**config.mk**
```make
export PLATFORM = sky130hd
export DESIGN_NAME = flag_bank
export DESIGN_NICKNAME = d
export VERILOG_FILES = /design/src/inc/flag_bank_pkg.sv /design/src/design/flag_bank.sv /design/src/design/pin_sync.sv
export VERILOG_INCLUDE_DIRS = /design/src /design/src/inc
export SDC_FILE = /design/constraint.sdc
export NUM_CORES = 1
export LEC_CHECK = 0
export BUFFER_PORTS_ARGS = -buffer_cell sky130_fd_sc_hd__buf_2
export CAP_MARGIN = 15
export CORE_MARGIN = 4
export CORE_UTILIZATION = 40
export CTS_CLUSTER_DIAMETER = 80
export DETAILED_ROUTE_END_ITERATION = 8
export PLACE_DENSITY_LB_ADDON = 0.12
export SLEW_MARGIN = 5
export SYNTH_ARGS = -nofsm -noshare
export SYNTH_HDL_FRONTEND = slang
export SYNTH_SLANG_ARGS = --single-unit
```
**constraint.sdc**
```tcl
create_clock -name ref_clk -period 1.85 [get_ports ref_clk]
set_clock_uncertainty 0.15 [all_clocks]
set_input_delay 0.0925 -clock ref_clk [delete_from_list [all_inputs] [get_ports ref_clk]]
set_output_delay 0.0925 -clock ref_clk [all_outputs]
set_load 0.01 [all_outputs]
```
**src/inc/flag_bank_params.svh**
```systemverilog
// Register offsets, field positions, reset values for the interrupt flag bank
`ifndef FLAG_BANK_PARAMS_SVH
`define FLAG_BANK_PARAMS_SVH

// Byte offsets
`define OFS_ENABLES_ONE     8'h00
`define OFS_ENABLES_TWO     8'h01
`define OFS_FLAGS_ONE       8'h02
`define OFS_FLAGS_TWO       8'h03

// Field positions in the first flag and enable registers
`define BIT_WATCHDOG        0
`define BIT_OSC_FAULT       1
`define BIT_PIN_NMI         4
`define BIT_ACCESS_VIOL     5
`define BIT_SERIAL_RX       6
`define BIT_SERIAL_TX       7
// Field position in the second flag and enable registers
`define BIT_TICK_TIMER      7

// Reset values
`define RST_FLAGS_ONE       8'h82
`define RST_FLAGS_TWO       8'h00
`define RST_ENABLES         8'h00

// Implemented bits
`define MASK_FLAGS_ONE      8'hD3
`define MASK_ENABLES_ONE    8'hF3
`define MASK_TWO            8'h80

`endif

```
**src/inc/flag_bank_pkg.sv**
```systemverilog
// Types shared by the interrupt flag bank
package flag_bank_pkg;

  typedef logic [7:0] byte_type;
  typedef logic [7:0] addr_type;

  // Which register an address selects
  typedef enum
  {
    SEL_NONE,
    SEL_ENABLES_ONE,
    SEL_ENABLES_TWO,
    SEL_FLAGS_ONE,
    SEL_FLAGS_TWO
  } reg_sel_type;

endpackage

```
**src/design/flag_bank.sv**
```systemverilog
// Special-function interrupt flag and enable registers
// What this block does
// - Watchdog-mode overflow or key violation sets bit 0
// - Power-on or pin reset clears watchdog flag
// - Serial receive flag marks data available
// - Serial transmit flag bit 7 means ready
// - Tick timer flag bit 7, rest unused
// - Own enables gate NMI-class, global does not
`timescale 1ns/1ps
`include "flag_bank_params.svh"

module flag_bank
(
  input  wire logic                      ref_clk,
  input  wire logic                      rst,
  input  wire logic                      clk_en,
  input  wire flag_bank_pkg::addr_type   addr,
  input  wire flag_bank_pkg::byte_type   wr_data,
  input  wire logic                      wr_strobe,
  input  wire logic                      rd_strobe,
  output flag_bank_pkg::byte_type        rd_data,
  input  wire logic                      pin_reset_event,
  input  wire logic                      wdt_overflow,
  input  wire logic                      wdt_watchdog_mode,
  input  wire logic                      key_violation,
  input  wire logic                      osc_fault,
  input  wire logic                      pin_nmi_event,
  input  wire logic                      access_violation,
  input  wire logic                      serial_rx_done,
  input  wire logic                      serial_tx_ready,
  input  wire logic                      tick_timer_event,
  input  wire logic                      global_int_enable,
  output logic                           nmi_request,
  output logic                           watchdog_irq,
  output logic                           serial_rx_irq,
  output logic                           serial_tx_irq,
  output logic                           tick_timer_irq,
  output logic                           watchdog_reset
);

  import flag_bank_pkg::*;

  // ***************************************************
  // Pin inputs
  // ***************************************************

  logic pin_reset_sync;
  logic pin_nmi_sync;
  logic pin_nmi_prev_reg;
  logic pin_nmi_rise;

  // Both come straight from the reset/NMI pin
  pin_sync
  #(
    .WIDTH    (2)
  )
  u_pin_sync
  (
    .ref_clk  (ref_clk),
    .rst      (rst),
    .clk_en   (clk_en),
    .async_in ({pin_reset_event, pin_nmi_event}),
    .sync_out ({pin_reset_sync, pin_nmi_sync})
  );

  // Edge detect on the synchronised NMI level
  always_ff @(posedge ref_clk or posedge rst)
  begin
    if (rst)
      pin_nmi_prev_reg <= 1'b0;
    else if (clk_en)
      pin_nmi_prev_reg <= pin_nmi_sync;
  end

  assign pin_nmi_rise = pin_nmi_sync & ~pin_nmi_prev_reg;

  // ***************************************************
  // Address decode
  // ***************************************************

  // Byte-wide bank, so one address picks one register
  function automatic reg_sel_type decode(input addr_type a);
    reg_sel_type s;
    s = SEL_NONE;
    case (a)
      `OFS_ENABLES_ONE: s = SEL_ENABLES_ONE;
      `OFS_ENABLES_TWO: s = SEL_ENABLES_TWO;
      `OFS_FLAGS_ONE:   s = SEL_FLAGS_ONE;
      `OFS_FLAGS_TWO:   s = SEL_FLAGS_TWO;
      default:          s = SEL_NONE;
    endcase
    return s;
  endfunction

  reg_sel_type sel;
  logic        wr_flags_one;
  logic        wr_flags_two;
  logic        wr_en_one;
  logic        wr_en_two;

  assign sel          = decode(addr);
  assign wr_flags_one = wr_strobe && (sel == SEL_FLAGS_ONE);
  assign wr_flags_two = wr_strobe && (sel == SEL_FLAGS_TWO);
  assign wr_en_one    = wr_strobe && (sel == SEL_ENABLES_ONE);
  assign wr_en_two    = wr_strobe && (sel == SEL_ENABLES_TWO);

  // Software write merged with hardware set; the set wins
  function automatic logic next_flag(input logic cur, input logic wr,
                                     input logic wbit, input logic set);
    logic n;
    n = wr ? wbit : cur;
    return n | set;
  endfunction

  // ***************************************************
  // Flag register one
  // ***************************************************

  byte_type flags_one_reg;
  byte_type flags_one_next;
  logic     wdt_set;

  // Watchdog mode overflow or key violation
  assign wdt_set = (wdt_overflow & wdt_watchdog_mode) | key_violation;

  always_comb
  begin
    flags_one_next = flags_one_reg;
    flags_one_next[`BIT_WATCHDOG] =
      next_flag(flags_one_reg[`BIT_WATCHDOG], wr_flags_one,
                wr_data[`BIT_WATCHDOG], wdt_set);
    // Pin reset beats everything, flag reads as cleared
    if (pin_reset_sync)
      flags_one_next[`BIT_WATCHDOG] = 1'b0;
    flags_one_next[`BIT_OSC_FAULT] =
      next_flag(flags_one_reg[`BIT_OSC_FAULT], wr_flags_one,
                wr_data[`BIT_OSC_FAULT], osc_fault);
    flags_one_next[`BIT_PIN_NMI] =
      next_flag(flags_one_reg[`BIT_PIN_NMI], wr_flags_one,
                wr_data[`BIT_PIN_NMI], pin_nmi_rise);
    flags_one_next[`BIT_SERIAL_RX] =
      next_flag(flags_one_reg[`BIT_SERIAL_RX], wr_flags_one,
                wr_data[`BIT_SERIAL_RX], serial_rx_done);
    flags_one_next[`BIT_SERIAL_TX] =
      next_flag(flags_one_reg[`BIT_SERIAL_TX], wr_flags_one,
                wr_data[`BIT_SERIAL_TX], serial_tx_ready);
    flags_one_next = flags_one_next & `MASK_FLAGS_ONE;
  end

  // Power-on reset clears the watchdog flag, tx and osc start set
  always_ff @(posedge ref_clk or posedge rst)
  begin
    if (rst)
      flags_one_reg <= `RST_FLAGS_ONE;
    else if (clk_en)
      flags_one_reg <= flags_one_next;
  end

  // ***************************************************
  // Flag register two
  // ***************************************************

  logic tick_flag_reg;

  // Reset byte held at full width so the flag bit is picked, not truncated
  localparam byte_type RST_TWO_BYTE = `RST_FLAGS_TWO;

  always_ff @(posedge ref_clk or posedge rst)
  begin
    if (rst)
      tick_flag_reg <= RST_TWO_BYTE[`BIT_TICK_TIMER];
    else if (clk_en)
      tick_flag_reg <= next_flag(tick_flag_reg, wr_flags_two,
                                 wr_data[`BIT_TICK_TIMER], tick_timer_event);
  end

  // ***************************************************
  // Enable registers
  // ***************************************************

  byte_type en_one_reg;
  logic     tick_en_reg;

  // Plain storage, unimplemented bits dropped
  always_ff @(posedge ref_clk or posedge rst)
  begin
    if (rst)
    begin
      en_one_reg  <= `RST_ENABLES;
      tick_en_reg <= 1'b0;
    end
    else if (clk_en)
    begin
      if (wr_en_one)
        en_one_reg <= wr_data & `MASK_ENABLES_ONE;
      if (wr_en_two)
        tick_en_reg <= wr_data[`BIT_TICK_TIMER];
    end
  end

  // ***************************************************
  // Read port
  // ***************************************************

  byte_type rd_mux;

  // Unmapped addresses read zero
  always_comb
  begin
    case (sel)
      SEL_ENABLES_ONE: rd_mux = en_one_reg;
      SEL_ENABLES_TWO: rd_mux = {tick_en_reg, 7'h00};
      SEL_FLAGS_ONE:   rd_mux = flags_one_reg;
      SEL_FLAGS_TWO:   rd_mux = {tick_flag_reg, 7'h00};
      default:         rd_mux = 8'h00;
    endcase
  end

  // Data valid only the cycle after the strobe
  always_ff @(posedge ref_clk or posedge rst)
  begin
    if (rst)
      rd_data <= 8'h00;
    else if (clk_en)
      rd_data <= rd_strobe ? rd_mux : 8'h00;
  end

  // ***************************************************
  // Requests to the core
  // ***************************************************

  logic any_access_viol;

  // Access violation flag lives in the flash block; only gated here
  assign any_access_viol = access_violation & en_one_reg[`BIT_ACCESS_VIOL];

  // Global enable deliberately not part of this term
  assign nmi_request =
    (flags_one_reg[`BIT_OSC_FAULT] & en_one_reg[`BIT_OSC_FAULT]) |
    (flags_one_reg[`BIT_PIN_NMI] & en_one_reg[`BIT_PIN_NMI]) |
    any_access_viol;

  // Interval-timer use only; in watchdog mode the flag causes reset
  assign watchdog_irq   = global_int_enable & ~wdt_watchdog_mode &
                          flags_one_reg[`BIT_WATCHDOG] & en_one_reg[`BIT_WATCHDOG];
  assign serial_rx_irq  = global_int_enable &
                          flags_one_reg[`BIT_SERIAL_RX] & en_one_reg[`BIT_SERIAL_RX];
  assign serial_tx_irq  = global_int_enable &
                          flags_one_reg[`BIT_SERIAL_TX] & en_one_reg[`BIT_SERIAL_TX];
  assign tick_timer_irq = global_int_enable & tick_flag_reg & tick_en_reg;
  assign watchdog_reset = wdt_watchdog_mode & flags_one_reg[`BIT_WATCHDOG];

endmodule

```
**src/design/pin_sync.sv**
```systemverilog
// Two flip-flop synchroniser for a bundle of asynchronous inputs
`timescale 1ns/1ps

module pin_sync
#(
  parameter int WIDTH = 1
)
(
  input  wire logic             ref_clk,
  input  wire logic             rst,
  input  wire logic             clk_en,
  input  wire logic [WIDTH-1:0] async_in,
  output logic      [WIDTH-1:0] sync_out
);

  logic [WIDTH-1:0] first_reg;

  // First stage feeds only the second stage
  always_ff @(posedge ref_clk or posedge rst)
  begin
    if (rst)
    begin
      first_reg <= '0;
      sync_out  <= '0;
    end
    else if (clk_en)
    begin
      first_reg <= async_in;
      sync_out  <= first_reg;
    end
  end

endmodule

```
==> flow_metrics.tcl <==
set metrics [dict create \
    min_to "rd_data[5]" \
    port_buffers 41 \
    gp_congestion 0.7578 \
    area_growth_syn_to_layout_pct 35.81 \
    synth_area_um2 1314 \
    power_density_nw_per_um2 575.1 \
    maxCapViolCount 0 \
    cp_max_fo 6 \
    cts_tree "yes" \
    diodes 0 \
    period_needed_ns 1.730 \
    synth_top_area_frac 0.4190 \
    critPathLaunchType "input port" \
    grt_overflow 0 \
    r2r-start "flags_one_reg[4]" \
    cts_resized 0 \
    clock-root-buffer "clkbuf_4" \
    wl_um 3198 \
    endpoint_kind "flip-flop" \
    ff2ff_setup_slack_ns 0.46 \
    synthFlopType "dfrtp_1" \
    clk_latency_ns 0.31 \
    postRouteAntennaNets 0 \
    p_leak_nw 0.8759 \
    synthCells 110 \
    maxSlewViolCount 0 \
    grt_use_met3 0.02906 \
    coreArea_um2 3103 \
    grt_pass1_wl_um 5375 \
    design.die.area_um2 4265 \
    status "completed" \
    synth_commonest_cells "22 x dfrtp_1, 12 x mux2_2, 9 x inv_1" \
    busiest_layer "met2" \
    yosys.area.top_type "dfrtp_1" \
    postSynth.asyncResetShare 1.000 \
    synth_area_per_cell_um2 11.94 \
    grt_max_degree 25 \
    numCtsBuffers 3 \
    use_met1 0.2182 \
    vias_per_cell 5.078 \
    hp-class "in -> reg" \
    nets 208 \
    arrival_ns 1.79 \
    rr_worst_depth 3 \
    rsz0062_at_grt "false" \
    dieHeight_um 65.31 \
    drive_above_1_share 0.4000 \
    hold_start "addr[1]" \
    clk_path_buf_depth 2 \
    clkSlewWorstSetupHoldPaths_ns 0.13 \
    firstDrtPassIters 5 \
    ios 46 \
    wl_per_cell_um 14.60 \
    vias 1112 \
    stdcell_area_um2 1784 \
    period_share 0.9349 \
    grt_use_met2 0.2693 \
    r2r_end "flags_one_reg[4]" \
    drtIter0Drc 62 \
    initial_core_util 0.4234 \
    placementRows 20 \
    crit_type "in -> reg" \
    grt_pass1_vias 1129 \
    placed_area_um2 1538 \
    htree_num_levels 1 \
    grt_util_all_layers 0.1630 \
    setup_tns_ns 0 \
    vdd_ir_drop_max_uv 263.4 \
    synth_area_leaders "dfrtp_1 42%, mux2_2 10%, mux2i_1 4.6%" \
    antenna_found_initial 0 \
    cp.required_ns 1.91 \
    hold_viol 0 \
    hold_slack_ns 0.02666 \
    yosysSeqAreaShare 0.4590 \
    timing.fmax_mhz 578.2 \
    clock_sinks 24 \
    ys.warnings.count 0 \
    synth_edf_count 0 \
    fp.dieW_um 65.31 \
    synth-seq-cells 24 \
    yosysMostFrequentCell "dfrtp_1" \
    min_path_cells 2 \
    postCtsSetupBuffers 0 \
    setup_viol 0 \
    drc 0 \
    synth_cell_types 34 \
    hpwl_um 2302 \
]
-- cell families after synthesis --
| logic type | synth area share |
|---|---|
| multiplexers | 0.1657 |
| other | 0.002854 |
| buffers and inverters | 0.07904 |
| AND/OR/NAND/NOR | 0.2009 |
| AO/OA/AOI/OAI | 0.09238 |
| flip-flops | 0.4590 |
-- layer usage --
metal	part of all wire	up-vias
met5	0	-
met4	0.0053	0
met3	0.053	2
met2	0.50	34
met1	0.44	531
li1	-	545
-- repair_timing --
| item | 4_1_cts | 5_1_grt |
|---|---|---|
| setup endpoints to repair | 0 | 0 |
| hold endpoints to repair | 44 | 0 |
| hold buffers | 21 | 0 |
-- critical path, stage by stage --
cell and delay (ns):
dlygate4sd3_1 0.54, buf_2 0.17, nor3b_2 0.32, nand4b_2 0.31
mux2_2 0.36
-- worst max-delay path by stage --
stage / start / endpoint / slack, ns
detailed placement: addr[5] / flags_one_reg[4] / 0.32
global placement: addr[3] / en_one_reg[7] / 0.33
CTS: addr[3] / en_one_reg[1] / 0.12
floorplan: addr[5] / flags_one_reg[4] / 0.55
global route: addr[3] / en_one_reg[0] / 0.06
finish: addr[3] / en_one_reg[1] / 0.12
-- cells in the final DEF (no fill, tap or decap), types with 5 or more instances in the layout --
master,netlist,final
mux2i_1,6,6
nand3_1,7,7
inv_1,9,9
dfrtp_1,22,22
buf_2,0,41
dlygate4sd3_1,0,21
a21oi_1,5,5
nand4_1,5,5
mux2_2,12,12
-- metrics by stage --
stage          instances  setup WS (ns)  utilization  total power [mW]
6_report             219         0.1205       0.5750             1.026
5_1_grt              219        0.06289       0.5750             1.091
3_5_place_dp         194         0.3244       0.4956            0.7291
2_1_floorplan        111         0.5511            -            0.6634
4_1_cts              219         0.1244       0.5750             1.046
3_3_place_gp         194         0.3337       0.4956            0.7243
-- final cells by class --
cell class,instances,area (µm²)
Sequential cell,24,603.1
Timing Repair Buffer,66,445.4
Inverter,9,33.78
Tap cell,44,55.05
Fill cell,293,1319
Clock buffer,4,36.28
Multi-Input combinational cell,72,610.6
-- report_power, final --
part / leakage, nW / total [mW] / internal, mW / switching [mW]
clock network: 0.0210 / 0.276 / 0.120 / 0.156
logic: 0.556 / 0.187 / 0.102 / 0.0847
registers: 0.299 / 0.564 / 0.549 / 0.0148
total: 0.876 / 1.03 / 0.771 / 0.255
(Power assumes the default switching activity.)
